File: config.mk
export PLATFORM = sky130hd
export DESIGN_NAME = wcw_top
export DESIGN_NICKNAME = d
export VERILOG_FILES = /design/src/core/wcw_top.v
export VERILOG_INCLUDE_DIRS = /design/src /design/src/inc
export SDC_FILE = /design/constraint.sdc
export NUM_CORES = 1
export LEC_CHECK = 0
export BUFFER_PORTS_ARGS = -buffer_cell sky130_fd_sc_hd__buf_4
export CAP_MARGIN = 20
export CORE_UTILIZATION = 48
export DETAILED_ROUTE_END_ITERATION = 6
export PLACE_DENSITY_LB_ADDON = 0.15
export REMOVE_ABC_BUFFERS = 1
export SYNTH_ARGS = -nofsm -noshare
export SYNTH_HDL_FRONTEND = slang
export SYNTH_SLANG_ARGS = --single-unit
export TNS_END_PERCENT = 5
File: constraint.sdc
create_clock -name clk_in -period 3.85 [get_ports clk_in]
set_input_delay 0.385 -clock clk_in [delete_from_list [all_inputs] [get_ports clk_in]]
set_output_delay 0.385 -clock clk_in [all_outputs]
set_load 0.03 [all_outputs]
File: src/inc/wcw_defs.vh
/*
 * Constants of the windowed countdown watchdog: register offsets, field
 * positions, reset values and timing counts.
 * Assumes a 100 MHz CPU clock and a 32-bit APB register bus.
 */
// Notes on behaviour
// - The 7-bit count drops by one every 49,152 CPU clock cycles.
// - Armed, a count step from 40h to 3Fh pulls the reset pin low 500 ns.
// - The delay is set in 64 steps through the low six count bits.
// - After any reset the watchdog is disarmed and cannot cause a reset.
// - Once armed, software cannot disarm it; only a reset does.
// - Writing the arm bit set with the count top bit clear resets at once.
// - In halt mode the count is frozen and no watchdog reset occurs.
// - After an interrupt wake from halt, counting resumes after 4096 cycles.
// - A reset that ends halt mode leaves the watchdog in its reset state.
// - Control register: arm bit at bit 7, count at bits 6:0, reset 7Fh.
// - The arm bit is set only by software and cleared only by reset.
`ifndef WCW_DEFS_VH
`define WCW_DEFS_VH

`define WCW_CTRL_ADDR       12'h00C
`define WCW_STAT_ADDR       12'h010
`define WCW_MASK_ADDR       12'h014

`define WCW_ARM_BIT         7
`define WCW_TOP_BIT         6
`define WCW_CNT_MSB         6
`define WCW_CNT_RST         7'h7F
`define WCW_ARM_RST         1'b0
`define WCW_TRIP_CNT        7'h40

`define WCW_EV_TIMEOUT      0
`define WCW_EV_SOFT         1
`define WCW_EV_WIDTH        2
`define WCW_STAT_RST        2'h0
`define WCW_MASK_RST        2'h0
`define WCW_PIN_BIT         8

`define WCW_CLK_MHZ         100
`define WCW_TICK_CYCLES     49152
`define WCW_PULSE_NS        500
`define WCW_PULSE_CYC       8'h32
`define WCW_WAKE_CYC        4096
`define WCW_WAKE_LAST       13'h0FFF

`endif

File: src/core/wcw_top.v
/*
 * Windowed countdown watchdog with APB register access, a sticky event
 * status register, an interrupt mask and an open-drain reset pin driver.
 * Assumes halt_in and wake_in come from CPU logic on clk_in, and that the
 * reset pin is an open-drain wire whose level comes back on reset_pin_in.
 */
`include "wcw_defs.vh"

module wcw_top #(
    parameter TICK_CYCLES = `WCW_TICK_CYCLES
) (
    input  wire        clk_in,
    input  wire        arst_n_in,
    input  wire        psel_in,
    input  wire        penable_in,
    input  wire        pwrite_in,
    input  wire [11:0] paddr_in,
    input  wire [31:0] pwdata_in,
    output reg  [31:0] prdata_out,
    output reg         pready_out,
    output reg         pslverr_out,
    input  wire        halt_in,
    input  wire        wake_in,
    input  wire        reset_pin_in,
    output reg         reset_pin_out,
    output reg         reset_pin_oe_n_out,
    output reg         irq_out
);

    localparam ST_RUN  = 2'h0;
    localparam ST_HALT = 2'h1;
    localparam ST_WAKE = 2'h2;

    reg [1:0]                 state_q;
    reg [1:0]                 state_d;
    reg [15:0]                div_q;
    reg [15:0]                div_d;
    reg [12:0]                wake_q;
    reg [12:0]                wake_d;
    reg [6:0]                 cnt_q;
    reg [6:0]                 cnt_d;
    reg                       arm_q;
    reg                       arm_d;
    reg [7:0]                 pulse_q;
    reg [7:0]                 pulse_d;
    reg                       oe_n_d;
    reg [`WCW_EV_WIDTH-1:0]   stat_q;
    reg [`WCW_EV_WIDTH-1:0]   mask_q;
    reg [`WCW_EV_WIDTH-1:0]   mask_d;
    reg                       irq_d;
    reg [31:0]                prdata_d;
    reg                       pready_d;
    reg                       pslverr_d;
    reg                       pin_s1_q;
    reg                       pin_s2_q;
    reg                       hit_ctl;
    reg                       hit_st;
    reg                       hit_msk;
    reg                       soft_rst;
    reg                       time_rst;

    // Bus decode and strobes
    wire setup   = psel_in & ~penable_in;
    wire access  = psel_in & penable_in & pready_out;
    wire wr      = access & pwrite_in;
    wire mapped  = hit_ctl | hit_st | hit_msk;
    wire wr_ctl  = wr & hit_ctl;
    wire running = state_q == ST_RUN;
    wire tick    = running & (div_q == TICK_CYCLES - 1);
    wire new_arm = arm_q | pwdata_in[`WCW_ARM_BIT];

    // Event strobes
    reg [`WCW_EV_WIDTH-1:0] ev;
    always @* begin
        ev = {`WCW_EV_WIDTH{1'b0}};
        ev[`WCW_EV_TIMEOUT] = time_rst;
        ev[`WCW_EV_SOFT] = soft_rst & ~halt_in;
    end

    // Register address decode
    always @* begin
        hit_ctl = 1'b0;
        hit_st  = 1'b0;
        hit_msk = 1'b0;
        case (paddr_in)
            `WCW_CTRL_ADDR: begin
                hit_ctl = 1'b1;
            end
            `WCW_STAT_ADDR: begin
                hit_st = 1'b1;
            end
            `WCW_MASK_ADDR: begin
                hit_msk = 1'b1;
            end
            default: begin
                hit_ctl = 1'b0;
            end
        endcase
    end

    // Trip detection; a control write wins over the tick
    always @* begin
        soft_rst = 1'b0;
        time_rst = 1'b0;
        if (wr_ctl) begin
            soft_rst = new_arm & ~pwdata_in[`WCW_TOP_BIT];
        end else if (tick & arm_q) begin
            time_rst = cnt_q == `WCW_TRIP_CNT;
        end
    end

    // Halt and wake sequencing
    always @* begin
        state_d = state_q;
        wake_d  = wake_q;
        case (state_q)
            ST_RUN: begin
                if (halt_in) begin
                    state_d = ST_HALT;
                end
            end
            ST_HALT: begin
                if (wake_in) begin
                    state_d = ST_WAKE;
                    wake_d  = 13'h0000;
                end
            end
            ST_WAKE: begin
                if (wake_q == `WCW_WAKE_LAST) begin
                    state_d = ST_RUN;
                end else begin
                    wake_d = wake_q + 13'h0001;
                end
            end
            default: begin
                state_d = ST_RUN;
            end
        endcase
    end

    // Sequencer flops
    always @(posedge clk_in or negedge arst_n_in) begin
        if (!arst_n_in) begin
            state_q <= ST_RUN;
            wake_q  <= 13'h0000;
        end else begin
            state_q <= state_d;
            wake_q  <= wake_d;
        end
    end

    // Cycle divider, counting only in the run state and held in halt and wake
    always @* begin
        div_d = div_q;
        if (tick) begin
            div_d = 16'h0000;
        end else if (running) begin
            div_d = div_q + 16'h0001;
        end
    end

    // Divider flops
    always @(posedge clk_in or negedge arst_n_in) begin
        if (!arst_n_in) begin
            div_q <= 16'h0000;
        end else begin
            div_q <= div_d;
        end
    end

    // Control register: arm bit and count
    always @* begin
        arm_d = arm_q;
        cnt_d = cnt_q;
        if (wr_ctl) begin
            arm_d = new_arm;
            cnt_d = pwdata_in[`WCW_CNT_MSB:0];
        end else if (tick) begin
            cnt_d = cnt_q - 7'h01;
        end
    end

    // Control register flops
    always @(posedge clk_in or negedge arst_n_in) begin
        if (!arst_n_in) begin
            arm_q <= `WCW_ARM_RST;
            cnt_q <= `WCW_CNT_RST;
        end else begin
            arm_q <= arm_d;
            cnt_q <= cnt_d;
        end
    end

    // Reset pin pulse
    always @* begin
        pulse_d = pulse_q;
        oe_n_d  = 1'b1;
        if (time_rst | ev[`WCW_EV_SOFT]) begin
            pulse_d = `WCW_PULSE_CYC;
            oe_n_d  = 1'b0;
        end else if (pulse_q != 8'h00) begin
            pulse_d = pulse_q - 8'h01;
            oe_n_d  = (pulse_q == 8'h01);
        end
    end

    // Reset pin flops
    always @(posedge clk_in or negedge arst_n_in) begin
        if (!arst_n_in) begin
            pulse_q            <= 8'h00;
            reset_pin_out      <= 1'b0;
            reset_pin_oe_n_out <= 1'b1;
        end else begin
            pulse_q            <= pulse_d;
            reset_pin_out      <= 1'b0;
            reset_pin_oe_n_out <= oe_n_d;
        end
    end

    // Reset pin level synchroniser
    always @(posedge clk_in or negedge arst_n_in) begin
        if (!arst_n_in) begin
            pin_s1_q <= 1'b1;
            pin_s2_q <= 1'b1;
        end else begin
            pin_s1_q <= reset_pin_in;
            pin_s2_q <= pin_s1_q;
        end
    end

    // Sticky status, mask and interrupt
    genvar gi;
    generate
        for (gi = 0; gi < `WCW_EV_WIDTH; gi = gi + 1) begin : g_ev
            wire set_w = ev[gi];
            wire clr_w = wr & hit_st & pwdata_in[gi];
            always @(posedge clk_in or negedge arst_n_in) begin
                if (!arst_n_in) begin
                    stat_q[gi] <= 1'b0;
                end else if (set_w) begin
                    stat_q[gi] <= 1'b1;
                end else if (clr_w) begin
                    stat_q[gi] <= 1'b0;
                end
            end
        end
    endgenerate

    always @* begin
        mask_d = mask_q;
        if (wr & hit_msk) begin
            mask_d = pwdata_in[`WCW_EV_WIDTH-1:0];
        end
        irq_d = |(stat_q & mask_q);
    end

    // Mask and interrupt flops
    always @(posedge clk_in or negedge arst_n_in) begin
        if (!arst_n_in) begin
            mask_q  <= `WCW_MASK_RST;
            irq_out <= 1'b0;
        end else begin
            mask_q  <= mask_d;
            irq_out <= irq_d;
        end
    end

    // APB slave: one wait-free access phase after each setup
    always @* begin
        pready_d  = setup;
        pslverr_d = setup & ~mapped;
        prdata_d  = prdata_out;
        if (setup & ~pwrite_in) begin
            if (hit_ctl) begin
                prdata_d = {24'h000000, arm_q, cnt_q};
            end else if (hit_st) begin
                prdata_d = {23'h000000, pin_s2_q, 6'h00, stat_q};
            end else if (hit_msk) begin
                prdata_d = {30'h00000000, mask_q};
            end else begin
                prdata_d = 32'h00000000;
            end
        end else if (access) begin
            prdata_d = 32'h00000000;
        end
    end

    // Bus response flops
    always @(posedge clk_in or negedge arst_n_in) begin
        if (!arst_n_in) begin
            pready_out  <= 1'b0;
            pslverr_out <= 1'b0;
            prdata_out  <= 32'h00000000;
        end else begin
            pready_out  <= pready_d;
            pslverr_out <= pslverr_d;
            prdata_out  <= prdata_d;
        end
    end

endmodule // wcw_top

Word level (Yosys, flattened, before mapping) --
Index checks and enable logic that the tools add are counted.
Cells by class: add/subtract/negate cells 4, equality and inequality tests 13, mux-type cells 30, bitwise gates (word level) 25, reductions and logical operators 12
Operator list (number):
- $mux 32 | 2
- $mux 16 | 2
- $mux 13 | 2
- $pmux 13 s2 | 1
- $eq 12x5->1 const B | 2
- $mux 9 | 2
- $add 16x1->16 const B | 1
- $eq 16x16->1 const B | 1
- $mux 8 | 2
- $and 1x1->1 | 15
- $mux 7 | 2
- $reduce_bool 2->1 | 7
- $add 13x1->13 const B | 1
- $eq 13x12->1 const B | 1
- $eq 12x4->1 const B | 1
- $mux 1 | 12
- $eq 8x1->1 const B | 1
- $mux 2 | 4
- $ne 2x2->1 const B | 4
- $reduce_bool 8->1 | 1
- $sub 8x1->8 const B | 1
- $eq 7x7->1 const B | 1
- $sub 7x1->7 const B | 1
- $pmux 2 s3 | 1
- 8 further kinds | 16
Storage, ports and cells: register bits 89, input bits 52

Depth between registers and ports, before layout --
word-level depth 8, mapped depth 7

Least setup slack after synthesis --
OpenSTA, ideal clock, no wires.
path type input to register, start point input paddr_in[1], end point register stat_q[1], setup time 83 ps, arrival time 2089 ps, setup slack 1678 ps, stages 5, path through or4_1 or4_4 buf_6 or3_1 o21ai_0
Between the ends: cells in the longest elaborated chain, start to end 6, elaborated cells on any way between the ends 11, classes of those cells eq/ne (2); mux (4); bitwise (4); reduce/logical (1)
Ends and longest elaborated chain:
- from (decl) | RTL line wcw_top.v:17 | input wire [11:0] paddr_in,
- $eq 12x4->1 | RTL line wcw_top.v:85 | case (paddr_in)
- $mux 1 | RTL line wcw_top.v:85
- $and 1x1->1 | RTL line wcw_top.v:67 | wire wr_ctl = wr & hit_ctl;
- $mux 1 | RTL line wcw_top.v:105 | if (wr_ctl) begin
- $and 1x1->1 | RTL line wcw_top.v:77 | ev[`WCW_EV_SOFT] = soft_rst & ~halt_in;
- $mux 1 or $reduce_bool 2->1 (tied branches)
- to (signal, indexed assignment) | RTL line wcw_top.v:239 | stat_q[gi] <= 1'b0;
- to (signal, indexed assignment) | RTL line wcw_top.v:241 | stat_q[gi] <= 1'b1;
- to (signal, indexed assignment) | RTL line wcw_top.v:243 | stat_q[gi] <= 1'b0;
- to (decl) | RTL line wcw_top.v:47 | reg [`WCW_EV_WIDTH-1:0] stat_q;
Several ways; a longest one is shown, not always the timed one. A chain may end at the register's enable or synchronous reset.

Worst setup path in the final report --
start point register state_q[0], end point register pulse_q[6]
Between the ends: cells in the longest elaborated chain, start to end 7, elaborated cells on any way between the ends 8, classes of those cells mux (3); bitwise (3); reduce/logical (2)
Ends and longest elaborated chain:
- from (decl) | RTL line wcw_top.v:34 | reg [1:0] state_q;
- from (signal assigned) | RTL line wcw_top.v:147 | state_q <= state_d;
- $logic_not 2->1 (*) | RTL line wcw_top.v:68 | wire running = state_q == ST_RUN;
- $and 1x1->1 (*) | RTL line wcw_top.v:69 | wire tick = running & (div_q == TICK_CYCLES - 1);
- $and 1x1->1 (*) | RTL line wcw_top.v:107 | end else if (tick & arm_q) begin
- $mux 1 (*) | RTL line wcw_top.v:107
- $mux 1 (*) | RTL line wcw_top.v:105
- $or 1x1->1 (*) | RTL line wcw_top.v:198 | if (time_rst | ev[`WCW_EV_SOFT]) begin
- $mux 8 or $reduce_bool 2->1 (tied branches)
- to (signal assigned) | RTL line wcw_top.v:214 | pulse_q <= pulse_d;
- to (decl) | RTL line wcw_top.v:44 | reg [7:0] pulse_q;
Mark *: on every way between the ends. The rest lies on a longest branch, timed or not.

==> metrics <==
status finished, final reports clean; Most used DFF post-synth dfrtp_1; via/cell ratio 5.61; CTS Buf Count 9; CP startpoint kind register; vias 2889; Synth area leaders dfrtp_1, dfstp_2, buf_4; CP peak stage delay 1010 ps; combinational fraction of design power 0.234; synthesis warning total 0; Switching Share 0.337; die area 0.00798 mm2; initial antenna violation count 0; Final Critical Period 2630 ps; Die H 89.3 um; Initial Utilization 0.502; Clk Latency, worst-skew pair 340 ps; RSZ-0062 raised after global routing no; CTS Buffer Depth 2; critical-path cell list and4bb_2 -> nand3_1 -> a2111oi_2 -> nor3_1; die width 89.3 um; Leak 0.00176 uW; RePlAce Congestion 0.829; area leader, netlist dfrtp_1; CORE AREA 0.00729 mm2; number of global-route vias before repair 2684; Nets 470; Yosys top cell area share 0.383; I/O pin count 89; internal cell power 1250 uW; Clock Pin Slew Worst Setup and Hold Paths 70 ps; setup bufs post-CTS 0; count leader, synth dfrtp_1; Switch Pwr 634 uW; Mapped Avg Cell Area 9.83 um2; synth cell count leaders dfrtp_1, nand2_1, buf_4; CP delay by family, top compound AO/OA/AOI/OAI gates; slew at the pin closest to its max-slew limit 1020 ps; post-synth cell types 52; Slew headroom 0.318; Synth Instances 372; crit-path max FO 14; WHS 142 ps; Cell Pwr Density 457 mW/mm2; Post-CTS Resized 0; Sink Count 66; Final WS setup 1220 ps; hold buffer count at cts 0; final wirelength 7330 um; PortBufs 40; first-iteration detailed-routing DRC count 162; DRC 0; total power 1880 uW; Clk pwr share 0.277; CTS HTree Levels 3; largest net degree at the start of global routing 67; placement row count 31; post-synthesis sequential area ratio 0.455; DR WL/cell 14.2 um; CP Data Required Time 4020 ps; global-route wire length before repair 12200 um; clock skew 8.96 ps; Cell Count Post-Placement 499; MaxCap Viol Count 0; Worst EP arrival 2810 ps; CP bufs+invs 0; root buffer cell clkbuf_8; Post-synth EDFFs 0; fin crit share 0.684; final std cells w/o fill 515; Seq pwr share 0.489; gr usage total 0.198; Seq cells post-synth 66; ys async rst share 1.00; Slew Limit Fails 0; Slowest cell on crit path a2111oi_2; final setup violating endpoints 0; n_diodes 0; CP Capture Type register; Setup WS pre-CTS 1220 ps; P&R area growth vs syn 12.6%; Peak Freq 380 MHz; Post-Syn Area 0.00366 mm2; Final Hold Viols 0; Peak supply drop 0.209 mV; DRT antenna net count 0; post-route setup TNS 0 ps; classification of the worst-slack hold path in -> async; GRT Residual Overflow 0; DRT Pass-1 Iters 4; layout cell share with drive strength beyond 1 0.197; TritonCTS clock tree done; WS Path Type reg -> reg; post-detail-place hpwl 5090 um
==> cells by family (layout without fill, tap and decap cells) <==
family,Yosys count,in the layout,synth area share
XOR/XNOR,12,12,0.0287
AO/OA/AOI/OAI,69,69,0.133
other,1,24,0.00103
adder cells (fa/ha/maj),7,7,0.0239
multiplexers,14,14,0.0397
AND/OR/NAND/NOR,155,155,0.243
flip-flops,66,66,0.455
buffers and inverters,48,69,0.0759
==> metal layers <==
layer / track usage / routed length (um) / up-vias
li1: - / - / 1407
met5: 0 / 0 / -
met4: 0.0823 / 114 / 0
met2: 0.319 / 3320 / 70
met1: 0.263 / 3540 / 1403
met3: 0.0369 / 359 / 9
==> path summary, 6_finish.rpt <==
path | from | depth (start not counted) | to | slack (ps)
max in group asynchronous | arst_n_in | 1 | div_q[1] | 3180
setup reg to reg | state_q[0] | 4 | pulse_q[6] | 1220
hold reg to reg | pin_s1_q | 0 | pin_s2_q | 360
min in group clk_in | reset_pin_in | 1 | pin_s1_q | 150
hold / removal | arst_n_in | 1 | pready_out | 140
setup / recovery | state_q[0] | 4 | pulse_q[6] | 1220
==> sequential cells by signal, summed over array words and instances (netlist names) <==
signal and flops:
wake_q 13, cnt_q 7, pin_s2_q 1, div_q 16, arm_q 1, prdata_out 9, irq_out 1, reset_pin_oe_n_out 1
pulse_q 8, pin_s1_q 1, state_q 2, stat_q 2, pready_out 1, pslverr_out 1, mask_q 2
==> stage by stage <==
| step | instance area, um2 | utilization |
|---|---|---|
| final | 4120 | 0.565 |
| after global placement | 3940 | 0.541 |
| after global routing | 4120 | 0.565 |
| after detailed placement | 3940 | 0.541 |
| after floorplan | 3510 | - |
| after CTS | 4120 | 0.565 |
==> layout by cell type (no fill, tap or decap), drive strengths merged, types with 2 or more instances in the layout <==
cell type / instances
a211oi: 6
a21oi: 8
a22o: 8
a22oi: 2
a31oi: 9
and2: 2
and3: 5
and4: 4
buf: 41
clkbuf: 13
clkinv: 3
conb: 24
dfrtp: 56
dfstp: 10
ha: 7
inv: 12
mux2: 4
mux2i: 10
nand2: 28
nand2b: 11
nand3: 12
nand3b: 5
nand4: 8
nor2: 16
nor2b: 4
nor3: 21
nor3b: 2
nor4: 10
o211ai: 4
o21ai: 14
o2bb2ai: 2
o31ai: 6
o41ai: 3
or2: 2
or3: 11
or4: 10
xnor2: 9
xor2: 3
==> final cells by class <==
type	instances	area (um2)
fill	659	3170
multi-input combinational	281	1800
sequential	66	1660
timing repair buffer	41	308
clock buffer	13	159
tap	99	124
inverter	12	45.0
clock inverter	3	15.0
==> power groups by stage <==
stage / sequential (uW) / clock (uW) / combinational (uW)
2_1_floorplan: 911 / 0 / 326
3_3_place_gp: 926 / 0 / 428
3_5_place_dp: 931 / 0 / 440
4_1_cts: 918 / 537 / 443
5_1_grt: 941 / 566 / 497
6_report: 921 / 521 / 440
(Power assumes the default switching activity.)
